[src/core/ita_defs.svh]
// Constants for the indirect-then-tally address modification block
`ifndef ITA_DEFS_SVH
`define ITA_DEFS_SVH

// ----------------------------------------------------------------
// Word layout (bit 35 of the doc numbering is index 0 here)
// ----------------------------------------------------------------
`define ITA_ADDR_MSB 35
`define ITA_ADDR_LSB 18
`define ITA_TLY_MSB  17
`define ITA_TLY_LSB  6
`define ITA_TAG_MSB  5
`define ITA_TAG_LSB  0
`define ITA_TMOD_MSB 5
`define ITA_TMOD_LSB 4
`define ITA_DSG_MSB  3
`define ITA_DSG_LSB  0
`define ITA_CP_MSB   2
`define ITA_CP_LSB   0
`define ITA_DLT_PAD  12'h000

// ----------------------------------------------------------------
// Tag modifier and designator codes
// ----------------------------------------------------------------
`define ITA_TM_REG     2'h0
`define ITA_TM_REG_PTR 2'h1
`define ITA_TM_TALLY   2'h2
`define ITA_TM_PTR_REG 2'h3
`define ITA_DSG_NONE   4'h0
`define ITA_V_ONE_HOP  4'h9
`define ITA_V_ASC      4'hE
`define ITA_V_DESC     4'hC
`define ITA_V_SEQ      4'hA
`define ITA_V_FIX      4'h8
`define ITA_V_PLUS     4'hB
`define ITA_V_MINUS    4'h4
`define ITA_V_TRAP     4'h0
`define ITA_V_ASC_CH   4'hF
`define ITA_V_DESC_CH  4'hD

// ----------------------------------------------------------------
// Character positions and arithmetic constants
// ----------------------------------------------------------------
`define ITA_CP_LAST6  3'h5
`define ITA_CP_LAST9  3'h3
`define ITA_CP_FIRST  3'h0
`define ITA_CP_ONE    3'h1
`define ITA_ACC_POS6  3'h5
`define ITA_ACC_POS9  3'h3
`define ITA_ONE18     18'h00001
`define ITA_ZERO18    18'h00000
`define ITA_ONE12     12'h001
`define ITA_ZERO12    12'h000
`define ITA_CNT_ONE   16'h0001

// ----------------------------------------------------------------
// APB register map and bits
// ----------------------------------------------------------------
`define ITA_REG_CTRL  8'h00
`define ITA_REG_STAT  8'h04
`define ITA_REG_CNT   8'h08
`define ITA_CTRL_C9   0
`define ITA_STAT_EXH  0
`define ITA_STAT_FLT  1
`define ITA_STAT_BSY  2
`define ITA_CTRL_RST  1'h0

`endif

[src/core/ita_pkg.sv]
// Types for the indirect-then-tally address modification block
`include "ita_defs.svh"
package ita_pkg;

   // Sequencer states
   typedef enum logic [2:0] {
      ita_s_idle,
      ita_s_mod,
      ita_s_fetch_ptr,
      ita_s_fetch_tly,
      ita_s_tally,
      ita_s_write
   } ita_state_t;

   // What follows a tally word write-back
   typedef enum logic [1:0] {
      ita_p_done,
      ita_p_emit,
      ita_p_cont
   } ita_post_t;

   // Whole state of the main module
   typedef struct packed {
      ita_state_t  state;
      ita_post_t   post;
      logic        from_ptr_reg;
      logic [17:0] cur_addr;
      logic [5:0]  cur_tag;
      logic [17:0] saved_idx;
      logic [35:0] wrd;
      logic [3:0]  vcode;
      logic        exh_pend;
      logic        mem_req;
      logic        mem_we;
      logic [17:0] mem_addr;
      logic [35:0] mem_wdata;
      logic [17:0] ea;
      logic        ea_valid;
      logic        char_en;
      logic [2:0]  char_pos;
      logic        fault;
      logic        char9;
      logic        exh_flag;
      logic        fault_flag;
      logic [15:0] ref_cnt;
      logic [31:0] prdata;
      logic        pslverr;
   } ita_st_t;

endpackage : ita_pkg

[src/core/ita_upd.sv]
// Field update arithmetic for a tally indirect word
`timescale 1ns/100ps
`include "ita_defs.svh"
module ita_upd
(
   input  wire logic [35:0] word,
   input  wire logic [3:0]  vcode,
   input  wire logic        char9,
   output logic      [35:0] new_word,
   output logic             tally_zero
);

   // ----------------------------------------------------------------
   // Helpers
   // ----------------------------------------------------------------
   // Tally steps wrap modulo 4096 by the 12-bit width
   function automatic logic [11:0] tly_step(input logic [11:0] t,
                                            input logic        up);
      tly_step = up ? t + `ITA_ONE12 : t - `ITA_ONE12;
   endfunction : tly_step

   logic [17:0] addr;
   logic [11:0] tly;
   logic [2:0]  cp;
   logic [17:0] delta;

   // ----------------------------------------------------------------
   // New address, tally and character position per variation
   // ----------------------------------------------------------------
   always_comb
   begin
      addr  = word[`ITA_ADDR_MSB:`ITA_ADDR_LSB];
      tly   = word[`ITA_TLY_MSB:`ITA_TLY_LSB];
      cp    = word[`ITA_CP_MSB:`ITA_CP_LSB];
      delta = {`ITA_DLT_PAD, word[`ITA_TAG_MSB:`ITA_TAG_LSB]};
      new_word = word;
      case (vcode)
         `ITA_V_ASC, `ITA_V_ASC_CH:
         begin
            addr = addr + `ITA_ONE18;
            tly  = tly_step(tly, 1'b0);
         end
         `ITA_V_DESC, `ITA_V_DESC_CH:
         begin
            addr = addr - `ITA_ONE18;
            tly  = tly_step(tly, 1'b1);
         end
         `ITA_V_PLUS:
         begin
            addr = addr + delta;
            tly  = tly_step(tly, 1'b0);
         end
         `ITA_V_MINUS:
         begin
            addr = addr - delta;
            tly  = tly_step(tly, 1'b1);
         end
         `ITA_V_SEQ:
         begin
            tly = tly_step(tly, 1'b0);
            // Word boundary: last position wraps and moves the address
            if (cp == (char9 ? `ITA_CP_LAST9 : `ITA_CP_LAST6))
            begin
               cp   = `ITA_CP_FIRST;
               addr = addr + `ITA_ONE18;
            end
            else
            begin
               cp = cp + `ITA_CP_ONE;
            end
         end
         default:
         begin
            addr = word[`ITA_ADDR_MSB:`ITA_ADDR_LSB];
         end
      endcase
      new_word[`ITA_ADDR_MSB:`ITA_ADDR_LSB] = addr;
      new_word[`ITA_TLY_MSB:`ITA_TLY_LSB]   = tly;
      if (vcode == `ITA_V_SEQ)
      begin
         new_word[`ITA_CP_MSB:`ITA_CP_LSB] = cp;
      end
      tally_zero = (tly == `ITA_ZERO12);
   end

endmodule : ita_upd

[src/core/ita_core.sv]
// Indirect-then-tally effective address sequencer with APB registers
//
// Design decisions made here: the register offsets and register access over APB.
`timescale 1ns/100ps
`include "ita_defs.svh"

// How it works
// - one_hop uses indirect word, leaves it unchanged
// - one_hop ignores word's tag, chain ends
// - tag octal 51 does exactly one fetch
// - tag octal 60 fetches, saves zero index
// - ascend_count_down: address plus one, tally minus one
// - ascend_count_down: old address out, then update
// - ascend_count_down sets exhausted flag at zero
// - descend_count_up: address minus one, tally plus
// - descend_count_up updates before address goes out
// - descend_count_up tally 4096-j exhausts on j-th
// - sequential_char_step picks addressed character position
// - sequential_char_step: tally down, position up
// - last position wraps to zero, address plus
// - sequential_char_step updates after address goes out
// - sequential_char_step sets exhausted flag at zero
// - character lands at accumulator position 5/3
// - plus_stride adds delta, tally minus one
// - minus_stride subtracts delta, tally plus one
// - trap_variant leaves word, forces fault trap
// - ascend_and_chain updates, then continues chain
// - descend_and_chain updates, then continues chain
// - fixed_char_indirect picks character, no update
module ita_core
(
   input  wire logic        clk,
   input  wire logic        rst,
   input  wire logic        psel,
   input  wire logic        penable,
   input  wire logic        pwrite,
   input  wire logic [7:0]  paddr,
   input  wire logic [31:0] pwdata,
   output logic      [31:0] prdata,
   output logic             pready,
   output logic             pslverr,
   input  wire logic        start,
   input  wire logic [17:0] start_addr,
   input  wire logic [5:0]  start_tag,
   output logic             busy,
   output logic      [3:0]  idx_sel,
   input  wire logic [17:0] idx_data,
   output logic             mem_req,
   output logic             mem_we,
   output logic      [17:0] mem_addr,
   output logic      [35:0] mem_wdata,
   input  wire logic [35:0] mem_rdata,
   input  wire logic        mem_ack,
   output logic             ea_valid,
   output logic      [17:0] ea,
   output logic             char_en,
   output logic      [2:0]  char_pos,
   output logic      [2:0]  acc_pos,
   output logic             fault_trap,
   output logic             count_exhausted
);

   // ----------------------------------------------------------------
   // State and helpers
   // ----------------------------------------------------------------
   ita_pkg::ita_st_t st;
   ita_pkg::ita_st_t next_st;

   logic [35:0] upd_word;
   logic        upd_zero;
   logic        set_exh;
   logic        set_flt;
   logic        clr_exh;
   logic        clr_flt;
   logic        emit;
   logic        wr_en;
   logic [17:0] idx;

   // Index for a designator; none means add zero
   function automatic logic [17:0] tag_index(input logic [5:0]  tag,
                                             input logic [17:0] val);
      if (tag[`ITA_DSG_MSB:`ITA_DSG_LSB] == `ITA_DSG_NONE)
         tag_index = `ITA_ZERO18;
      else
         tag_index = val;
   endfunction : tag_index

   // Address field of a 36-bit word
   function automatic logic [17:0] addr_of(input logic [35:0] w);
      addr_of = w[`ITA_ADDR_MSB:`ITA_ADDR_LSB];
   endfunction : addr_of

   // Register read mux
   function automatic logic [31:0] rd_word(input logic [7:0] a,
                                           input ita_pkg::ita_st_t s);
      rd_word = 32'h0000_0000;
      case (a)
         `ITA_REG_CTRL: rd_word[`ITA_CTRL_C9] = s.char9;
         `ITA_REG_STAT:
         begin
            rd_word[`ITA_STAT_EXH] = s.exh_flag;
            rd_word[`ITA_STAT_FLT] = s.fault_flag;
            rd_word[`ITA_STAT_BSY] = (s.state != ita_pkg::ita_s_idle);
         end
         `ITA_REG_CNT:  rd_word[15:0] = s.ref_cnt;
         default:       rd_word = 32'h0000_0000;
      endcase
   endfunction : rd_word

   // Address decode of the three words
   function automatic logic mapped(input logic [7:0] a);
      mapped = (a == `ITA_REG_CTRL) || (a == `ITA_REG_STAT)
            || (a == `ITA_REG_CNT);
   endfunction : mapped

   // ----------------------------------------------------------------
   // Tally word arithmetic
   // ----------------------------------------------------------------
   ita_upd u_upd
   (
      .word       (st.wrd),
      .vcode      (st.vcode),
      .char9      (st.char9),
      .new_word   (upd_word),
      .tally_zero (upd_zero)
   );

   // ----------------------------------------------------------------
   // Next state
   // ----------------------------------------------------------------
   always_comb
   begin
      next_st     = st;
      next_st.ea_valid = 1'b0;
      next_st.char_en  = 1'b0;
      next_st.fault    = 1'b0;
      set_exh = 1'b0;
      set_flt = 1'b0;
      emit    = 1'b0;
      idx     = tag_index(st.cur_tag, idx_data);

      // APB: latch answer in setup so the access phase is zero-wait
      wr_en = psel && penable && pwrite;
      if (psel && !penable)
      begin
         next_st.prdata  = rd_word(paddr, st);
         next_st.pslverr = !mapped(paddr);
      end
      clr_exh = wr_en && (paddr == `ITA_REG_STAT) && pwdata[`ITA_STAT_EXH];
      clr_flt = wr_en && (paddr == `ITA_REG_STAT) && pwdata[`ITA_STAT_FLT];
      if (wr_en && (paddr == `ITA_REG_CTRL))
      begin
         next_st.char9 = pwdata[`ITA_CTRL_C9];
      end

      case (st.state)
         ita_pkg::ita_s_idle:
         begin
            // Requests while busy are ignored
            if (start)
            begin
               next_st.cur_addr     = start_addr;
               next_st.cur_tag      = start_tag;
               next_st.saved_idx    = `ITA_ZERO18;
               next_st.from_ptr_reg = 1'b0;
               next_st.state        = ita_pkg::ita_s_mod;
            end
         end
         ita_pkg::ita_s_mod:
         begin
            next_st.mem_we = 1'b0;
            case (st.cur_tag[`ITA_TMOD_MSB:`ITA_TMOD_LSB])
               `ITA_TM_REG:
               begin
                  // Chain ends; a saved index wins over this one
                  next_st.ea = st.cur_addr
                             + (st.from_ptr_reg ? st.saved_idx : idx);
                  next_st.ea_valid = 1'b1;
                  emit             = 1'b1;
                  next_st.state    = ita_pkg::ita_s_idle;
               end
               `ITA_TM_REG_PTR:
               begin
                  next_st.mem_addr = st.cur_addr + idx;
                  next_st.mem_req  = 1'b1;
                  next_st.state    = ita_pkg::ita_s_fetch_ptr;
               end
               `ITA_TM_PTR_REG:
               begin
                  next_st.saved_idx    = idx;
                  next_st.from_ptr_reg = 1'b1;
                  next_st.mem_addr     = st.cur_addr;
                  next_st.mem_req      = 1'b1;
                  next_st.state        = ita_pkg::ita_s_fetch_ptr;
               end
               default:
               begin
                  // Tally type: one fetch of the tally word
                  next_st.vcode =
                     st.cur_tag[`ITA_DSG_MSB:`ITA_DSG_LSB];
                  next_st.mem_addr = st.cur_addr;
                  next_st.mem_req  = 1'b1;
                  next_st.state    = ita_pkg::ita_s_fetch_tly;
               end
            endcase
         end
         ita_pkg::ita_s_fetch_ptr:
         begin
            if (mem_ack)
            begin
               next_st.mem_req  = 1'b0;
               next_st.cur_addr = addr_of(mem_rdata);
               next_st.cur_tag  = mem_rdata[`ITA_TAG_MSB:`ITA_TAG_LSB];
               next_st.state    = ita_pkg::ita_s_mod;
            end
         end
         ita_pkg::ita_s_fetch_tly:
         begin
            if (mem_ack)
            begin
               next_st.mem_req = 1'b0;
               next_st.wrd     = mem_rdata;
               next_st.state   = ita_pkg::ita_s_tally;
            end
         end
         ita_pkg::ita_s_tally:
         begin
            next_st.mem_wdata = upd_word;
            next_st.mem_addr  = st.mem_addr;
            next_st.exh_pend  = upd_zero;
            next_st.post      = ita_pkg::ita_p_done;
            case (st.vcode)
               `ITA_V_ONE_HOP, `ITA_V_FIX:
               begin
                  // Word stays as fetched; its tag is never looked at
                  next_st.ea       = addr_of(st.wrd);
                  next_st.ea_valid = 1'b1;
                  next_st.char_en  = (st.vcode == `ITA_V_FIX);
                  next_st.char_pos = st.wrd[`ITA_CP_MSB:`ITA_CP_LSB];
                  emit             = 1'b1;
                  next_st.state    = ita_pkg::ita_s_idle;
               end
               `ITA_V_ASC, `ITA_V_PLUS, `ITA_V_SEQ:
               begin
                  // Old address goes out first, write-back follows
                  next_st.ea       = addr_of(st.wrd);
                  next_st.ea_valid = 1'b1;
                  next_st.char_en  = (st.vcode == `ITA_V_SEQ);
                  next_st.char_pos = st.wrd[`ITA_CP_MSB:`ITA_CP_LSB];
                  emit             = 1'b1;
                  next_st.mem_req  = 1'b1;
                  next_st.mem_we   = 1'b1;
                  next_st.state    = ita_pkg::ita_s_write;
               end
               `ITA_V_DESC, `ITA_V_MINUS:
               begin
                  // Update lands in memory before the address goes out
                  next_st.wrd     = upd_word;
                  next_st.post    = ita_pkg::ita_p_emit;
                  next_st.mem_req = 1'b1;
                  next_st.mem_we  = 1'b1;
                  next_st.state   = ita_pkg::ita_s_write;
               end
               `ITA_V_ASC_CH:
               begin
                  // Continue with the word as it was fetched
                  next_st.post    = ita_pkg::ita_p_cont;
                  next_st.mem_req = 1'b1;
                  next_st.mem_we  = 1'b1;
                  next_st.state   = ita_pkg::ita_s_write;
               end
               `ITA_V_DESC_CH:
               begin
                  next_st.wrd     = upd_word;
                  next_st.post    = ita_pkg::ita_p_cont;
                  next_st.mem_req = 1'b1;
                  next_st.mem_we  = 1'b1;
                  next_st.state   = ita_pkg::ita_s_write;
               end
               default:
               begin
                  // Trap and unused codes: no write, fault pulse
                  next_st.fault = 1'b1;
                  set_flt       = 1'b1;
                  next_st.state = ita_pkg::ita_s_idle;
               end
            endcase
         end
         ita_pkg::ita_s_write:
         begin
            if (mem_ack)
            begin
               next_st.mem_req = 1'b0;
               next_st.mem_we  = 1'b0;
               // Flag once the zero tally is stored
               set_exh = st.exh_pend;
               case (st.post)
                  ita_pkg::ita_p_emit:
                  begin
                     next_st.ea       = addr_of(st.wrd);
                     next_st.ea_valid = 1'b1;
                     emit             = 1'b1;
                     next_st.state    = ita_pkg::ita_s_idle;
                  end
                  ita_pkg::ita_p_cont:
                  begin
                     next_st.cur_addr = addr_of(st.wrd);
                     next_st.cur_tag  =
                        st.wrd[`ITA_TAG_MSB:`ITA_TAG_LSB];
                     next_st.state    = ita_pkg::ita_s_mod;
                  end
                  default:
                  begin
                     next_st.state = ita_pkg::ita_s_idle;
                  end
               endcase
            end
         end
         default:
         begin
            next_st.state = ita_pkg::ita_s_idle;
         end
      endcase

      // Sticky flags: a set in the clearing cycle wins
      next_st.exh_flag   = (st.exh_flag & ~clr_exh) | set_exh;
      next_st.fault_flag = (st.fault_flag & ~clr_flt) | set_flt;
      if (emit)
      begin
         next_st.ref_cnt = st.ref_cnt + `ITA_CNT_ONE;
      end
   end

   // ----------------------------------------------------------------
   // State register
   // ----------------------------------------------------------------
   always_ff @(posedge clk or posedge rst)
   begin
      if (rst)
         st <= '0;
      else
         st <= next_st;
   end

   // ----------------------------------------------------------------
   // Outputs
   // ----------------------------------------------------------------
   // Zero-wait slave: answer was latched in the setup cycle
   assign pready          = 1'b1;
   assign prdata          = st.prdata;
   assign pslverr         = st.pslverr;
   assign busy            = (st.state != ita_pkg::ita_s_idle);
   assign idx_sel         = st.cur_tag[`ITA_DSG_MSB:`ITA_DSG_LSB];
   assign mem_req         = st.mem_req;
   assign mem_we          = st.mem_we;
   assign mem_addr        = st.mem_addr;
   assign mem_wdata       = st.mem_wdata;
   assign ea_valid        = st.ea_valid;
   assign ea              = st.ea;
   assign char_en         = st.char_en;
   assign char_pos        = st.char_pos;
   assign acc_pos = st.char9 ? `ITA_ACC_POS9 : `ITA_ACC_POS6;
   assign fault_trap      = st.fault;
   assign count_exhausted = st.exh_flag;

endmodule : ita_core

[config.mk]
export PLATFORM = sky130hd
export DESIGN_NAME = ita_core
export DESIGN_NICKNAME = d
export VERILOG_FILES = /design/src/core/ita_pkg.sv /design/src/core/ita_upd.sv /design/src/core/ita_core.sv
export VERILOG_INCLUDE_DIRS = /design/src /design/src/core
export SDC_FILE = /design/constraint.sdc
export NUM_CORES = 1
export LEC_CHECK = 0
export BUFFER_PORTS_ARGS = -buffer_cell sky130_fd_sc_hd__buf_2
export CORE_MARGIN = 1.5
export CORE_UTILIZATION = 35
export CTS_CLUSTER_SIZE = 10
export DETAILED_ROUTE_END_ITERATION = 7
export GPL_TIMING_DRIVEN = 0
export REMOVE_ABC_BUFFERS = 1
export SYNTH_ARGS = -nofsm -noshare
export SYNTH_HDL_FRONTEND = slang
export SYNTH_HIERARCHICAL = 1
export SYNTH_SLANG_ARGS = --single-unit
[constraint.sdc]
create_clock -name clk -period 8.1 [get_ports clk]
set_clock_uncertainty 0.2 [all_clocks]
set_input_delay 1.215 -clock clk [delete_from_list [all_inputs] [get_ports clk]]
set_output_delay 1.215 -clock clk [all_outputs]
set_load 0.01 [all_outputs]
-- After elaboration in Yosys (flattened, before gate mapping)
Index checks and enable logic that the tools add are counted.
- bits in registers: 205
- bits of input ports: 125
- output and inout port bits: 123
- logic and storage cells: 180
- add/subtract/negate cells: 10
- eq/ne operators: 34
- muxes and demuxes: 54
- bitwise gates (word level): 9
- reductions and logical operators: 48
- operator list (cell ; number):
    one-hot mux 18 bit (5 select lines) ; 1
    two-way mux 18 bit ; 4
    two-way mux 24 bit ; 3
    two-way mux 36 bit ; 2
    one-hot mux 18 bit (2 select lines) ; 2
    one-hot mux 24 bit (3 select lines) ; 1
    one-hot mux 36 bit (2 select lines) ; 1
    two-way mux 19 bit ; 3
    one-hot mux 19 bit (3 select lines) ; 1
    one-hot mux 23 bit (2 select lines) ; 1
    two-way mux 43 bit ; 1
    adder 18 bit ; 2
    equality test 4 bit, second input constant ; 8
    two-way mux 3 bit ; 8
    one-hot mux 12 bit (2 select lines) ; 1
    adder 18 x 1 -> 18 bit, second input constant ; 1
    adder 18 x 6 -> 18 bit ; 1
    one-hot mux 3 bit (6 select lines) ; 1
    subtractor 18 x 1 -> 18 bit, second input constant ; 1
    subtractor 18 x 6 -> 18 bit ; 1
    adder 16 x 1 -> 16 bit, second input constant ; 1
    AND reduction 5 bit ; 3
    inequality test 2 bit, second input constant ; 7
    OR reduction 2 bit ; 7
    other kinds (44) ; 93

-- Logic depth before layout (Yosys ltp)
- depth after elaboration: 7
- gate-level depth with buffers: 17
- depth with buffers taken out: 17

-- Cells and area by module
The synthesis kept the hierarchy.
- modules (own cells, without submodules) (module ; times used ; cells an instance ; area an instance (sq um)):
    ita_core ; 1 ; 1232 ; 11353.4
    ita_upd ; 1 ; 360 ; 2338.5

-- Least setup slack after synthesis
No wires, ideal clock.
- kind: reg2reg
- start point: reg st[135] in the netlist's numbering
- end point: reg st[170] in the netlist's numbering
- arrival time: 3651 ps
- required time: 7782 ps
- path slack: 4131 ps
- cell stages (with the launch flop): 16
- clock period less this slack: 3969 ps
- cell sequence: dfrtp_1 nor4b_1 a21o_1 a22oi_1 ha_1 o211a_1 o31a_1 nor4_1 o31ai_1 a31oi_1 o21ai_1 nor4b_1 or3_1 nand2_1 a21oi_1 a21o_1
- cells in the longest elaborated chain, start to end: 5
- ends and longest elaborated chain (item ; RTL line ; source):
    from (decl) ; ita_core.sv:66 ; ita_pkg::ita_st_t st;
    from (signal assigned) ; ita_core.sv:342 ; st <= next_st;
    equality test 4 bit ; ita_upd.sv:37 ; case (vcode)
    OR reduction 2 bit ; ita_upd.sv:37 ;
    one-hot mux 18 bit (5 select lines) * ; ita_upd.sv:37 ;
    via upd_word[33] ; ita_core.sv:69 ; logic [35:0] upd_word;
    two-way mux 36 bit * ; ita_core.sv:232 ; case (st.vcode)
    one-hot mux 36 bit (2 select lines) * ; ita_core.sv:156 ; case (st.state)
Mark *: on every way through the listed nets, which the timed path passes. The rest lies on a longest branch. The select of a mux whose other input is x is not followed.
A chain may end at the register's enable or synchronous reset.

-- Worst setup path in the final report
- start point: reg st[134] in the netlist's numbering
- end point: reg st[132] in the netlist's numbering
- cells in the longest elaborated chain, start to end: 4
- ends and longest elaborated chain (item ; RTL line ; source):
    equality test 4 bit / equality test 4 x 3 -> 1 bit (equally long branches) ; ita_upd.sv:37 ;
    OR reduction 4 bit (no source line) / OR reduction 3 bit (equally long branches) ; n/a ;
    one-hot mux 12 bit (2 select lines) * ; ita_upd.sv:37 ;
    via upd_word[10] ; ita_core.sv:69 ;
    zero test 12 bit (no source line) * ; n/a ;
    via upd_zero ; ita_core.sv:70 ; logic upd_zero;
Mark *: on every way through the listed nets, which the timed path passes. The rest lies on a longest branch.

==> impl_metrics.ini <==
[synthesis]
ys_types = 76
syn-cell-area_mm2 = 0.01369
synthFlopType = dfrtp_1
synthArstFlopShare = 1.000
synth_edf_count = 0
syn_area_per_cell_um2 = 8.600
synth-seq-area-share = 0.3747
yosys_register_bits = 205
synth_cells = 1592
yosysWarnings = 6

[floorplanning]
core_area_mm2 = 0.03865
initial_utilization = 0.3543
ios = 248
rows = 72
dieArea_mm2 = 0.04031
die_w_um = 200.8
fp.dieH_um = 200.8

[timing]
fin_crit_sh = 0.5907
hold_viol = 0
max-slew-margin-rel = 0.09557
clock.fmax_mhz = 209.0
layout_min_cycle_time_ns = 4.785
slew_violations = 0
rsz0062_at_grt = false
finalSetupViolCount = 0
timing.hold.ws_ns = 0.2669
timing.final.ws_setup_ns = 3.315
tightest_slew_ns = 1.357

[layout]
seqCellArea_mm2 = 0.005130
area_growth_pct = 12.21
multi_input_area_mm2 = 0.007398
drive_gt1_frac = 0.1771
post-route-cell-area_mm2 = 0.01536
nets = 1856
n_fill_cell = 3876
final-instance-count-excl-fill = 2191

[drt]
drt-pass1-iter-count = 6
via_per_inst = 5.209
drc_errors = 0
route.vias.total = 11410
drt-total-wl_mm = 38.80
wl_per_cell_um = 17.71
drt_first_iter_violations = 636
final_antenna_net_count = 0

[clock_network]
hold_buffers = 0
cts_buffers = 26
clock_latency_ns = 0.55
clk_pin_slew_ns = 0.06
cts-root-buf = clkbuf_16
cts_setup_buffers = 0
clkSinkCount = 205
clock_path_buffers = 3
cts_resized = 0
cts-htree-levels = 1
cts_tree = yes

[power_and_ir_drop]
swShare = 0.4476
power_density_mw_per_mm2 = 413.6
comb_power_share = 0.529
seq_power_share = 0.295
p_sw_mw = 2.844
intPower_mw = 3.511
ir_drop_v = 0.0001508
p_total_mw = 6.355
p_leak_nw = 7.518
clockPowerShare = 0.176

[worst_hold_path]
hold_end = st[48]$_DFFE_PP0P_
hold_path_depth = 1
hp-class = register to register
hold_start = st[48]$_DFFE_PP0P_

[worst_setup_path]
crit-reg2reg-capture = st[132]$_DFFE_PP0P_
crit_path_start_kind = register
cp_slowest_cell = and2_0
cp_num_buf_inv = 1
r2r-start = st[134]$_DFFE_PP0P_
slowest_delay_ns = 0.84
path_delay_family = simple AND/OR/NAND/NOR gates
path_cells = and2_0 -> inv_1 -> fa_1 -> and2b_1 -> o31a_1 -> a211oi_1 -> a21o_1 -> or4_1 -> or3_1 -> or4_1 -> nor4_2 -> nand2_1 -> nand2_1
cp_max_fo = 15
arrival_ns = 5.05
ff2ff_path_depth = 13
rrSetupSlack_ns = 3.32
crit_type = register to register
worstPathRequired_ns = 8.37
end_kind = register

[global_routing]
grt_pass1_vias = 11080
grt_max_degree = 112
grt_pass1_wl_mm = 61.33
antenna_found_initial = 2
grt_usage = 0.1891
overflow = 0

[place]
hpwlAfterDp_mm = 29.03
dp_cells = 2150
port_buffers = 199
gp_congestion = 0.8877
post-place-ws_ns = 3.336
placed_cell_area_mm2 = 0.01455

[run_status]
status = complete, no violations

[run]
drv_cap = 0
cell families after synthesis:
group / after synthesis / share of synthesized area
AO/OA/AOI/OAI: 465 / 0.2159
XOR/XNOR: 72 / 0.04606
adder cells (fa/ha/maj): 71 / 0.06707
buffers and inverters: 217 / 0.09230
flip-flops: 205 / 0.3747
multiplexers: 43 / 0.03363
other: 2 / 0.0005485
AND/OR/NAND/NOR: 517 / 0.1698
state kept, by name, indices dropped and copies added (netlist names), 3 cells and up:
signal     cells
st           103
mem_wdata     36
ea            18
mem_addr      18
prdata        16
idx_sel        4
char_pos       3
layout make-up:
cell class | instances | area share
timing repair buffer | 212 | 0.08168
antenna | 2 | 0.0003258
inverter | 29 | 0.007655
multi-input combinational | 1186 | 0.4816
sequential | 205 | 0.3339
clock buffer | 36 | 0.05009
clock inverter | 3 | 0.002606
tap | 518 | 0.04219
metrics by stage:
step | util | TNS [ns]
after floorplan | - | 0
after global placement | 0.3685 | -335.44
after detailed placement | 0.3765 | 0
after CTS | 0.3974 | 0
after global routing | 0.3975 | 0
final | 0.3975 | 0
synth_stat cells (23+ instances only):
cell type,number,area (um2)
inv_1,27,101.4
clkbuf_1,61,229.0
nor3_1,23,115.1
a21o_1,47,352.8
nand2_1,320,1201
o21ai_0,142,710.7
a22o_1,41,359.1
dfrtp_1,205,5130
a22oi_1,23,172.7
ha_1,67,838.3
nor2_1,46,172.7
xor2_1,32,280.3
xnor2_1,40,350.3
a21oi_1,104,520.5
buf_4,118,885.9
mux2_2,24,270.3
cell usage in the layout, fill, tap and decap left out, types with 6 or more instances in the layout:
cell / Yosys / layout
mux2i_1: 19 / 19
a31oi_1: 10 / 9
nor4_1: 6 / 6
o21ai_1: 7 / 7
nand3_1: 22 / 22
o21a_1: 8 / 8
clkbuf_16: 0 / 27
a22oi_1: 23 / 23
mux2_2: 24 / 24
buf_2: 4 / 199
o21ai_0: 142 / 141
a211oi_1: 9 / 9
nand4_1: 12 / 12
xor2_1: 32 / 32
buf_16: 0 / 6
a21o_1: 47 / 47
nand2_1: 320 / 320
xnor2_1: 40 / 40
clkbuf_8: 0 / 6
a21oi_1: 104 / 102
nor2_1: 46 / 44
a22o_1: 41 / 41
o221ai_1: 9 / 9
o22ai_1: 16 / 16
nand2b_1: 13 / 12
nor2b_1: 7 / 7
and3_1: 14 / 14
and2_1: 20 / 20
or3_1: 10 / 10
o21bai_1: 7 / 7
o31ai_1: 9 / 9
nor3_1: 23 / 22
conb_1: 2 / 18
dfrtp_1: 205 / 205
inv_1: 27 / 26
ha_1: 67 / 67
worst register-to-register path: stages (launching register included):
cell      delay (ns)
dfrtp_1         0.56
and2_0          0.84
inv_1           0.32
fa_1            0.48
and2b_1         0.23
o31a_1          0.18
a211oi_1        0.07
a21o_1          0.22
or4_1           0.55
or3_1           0.34
or4_1           0.45
nor4_2          0.15
nand2_1         0.07
nand2_1         0.07
power groups by stage:
stage / clock [mW] / sequential [mW] / combinational [mW]
floorplan: 0 / 1.82 / 2.33
finish: 1.12 / 1.87 / 3.36
global route: 1.19 / 1.94 / 3.76
global placement: 0 / 1.86 / 3.20
detailed placement: 0 / 1.88 / 3.33
CTS: 1.16 / 1.87 / 3.36
layer usage:
layer	GRT usage	part of all wire	wire, um
met2	0.3083	0.46	17910
met4	0.07787	0.032	1256
met1	0.2556	0.47	18160
met3	0.02110	0.038	1466
met5	0	0	0
worst max-delay path by stage:
stage	startpoint	end	slack, ns	cells after the start
floorplan	rst	char_en$_DFF_PP0_	1.09	1
global placement	rst	mem_wdata[24]$_DFFE_PP0P_	-1.66	2
detailed placement	st[134]$_DFFE_PP0P_	st[132]$_DFFE_PP0P_	3.34	13
CTS	st[134]$_DFFE_PP0P_	st[132]$_DFFE_PP0P_	3.28	13
global route	st[135]$_DFFE_PP0P_	st[171]$_DFFE_PP0P_	3.00	14
finish	st[134]$_DFFE_PP0P_	st[132]$_DFFE_PP0P_	3.32	13
Power figures use the tool's default switching activity.
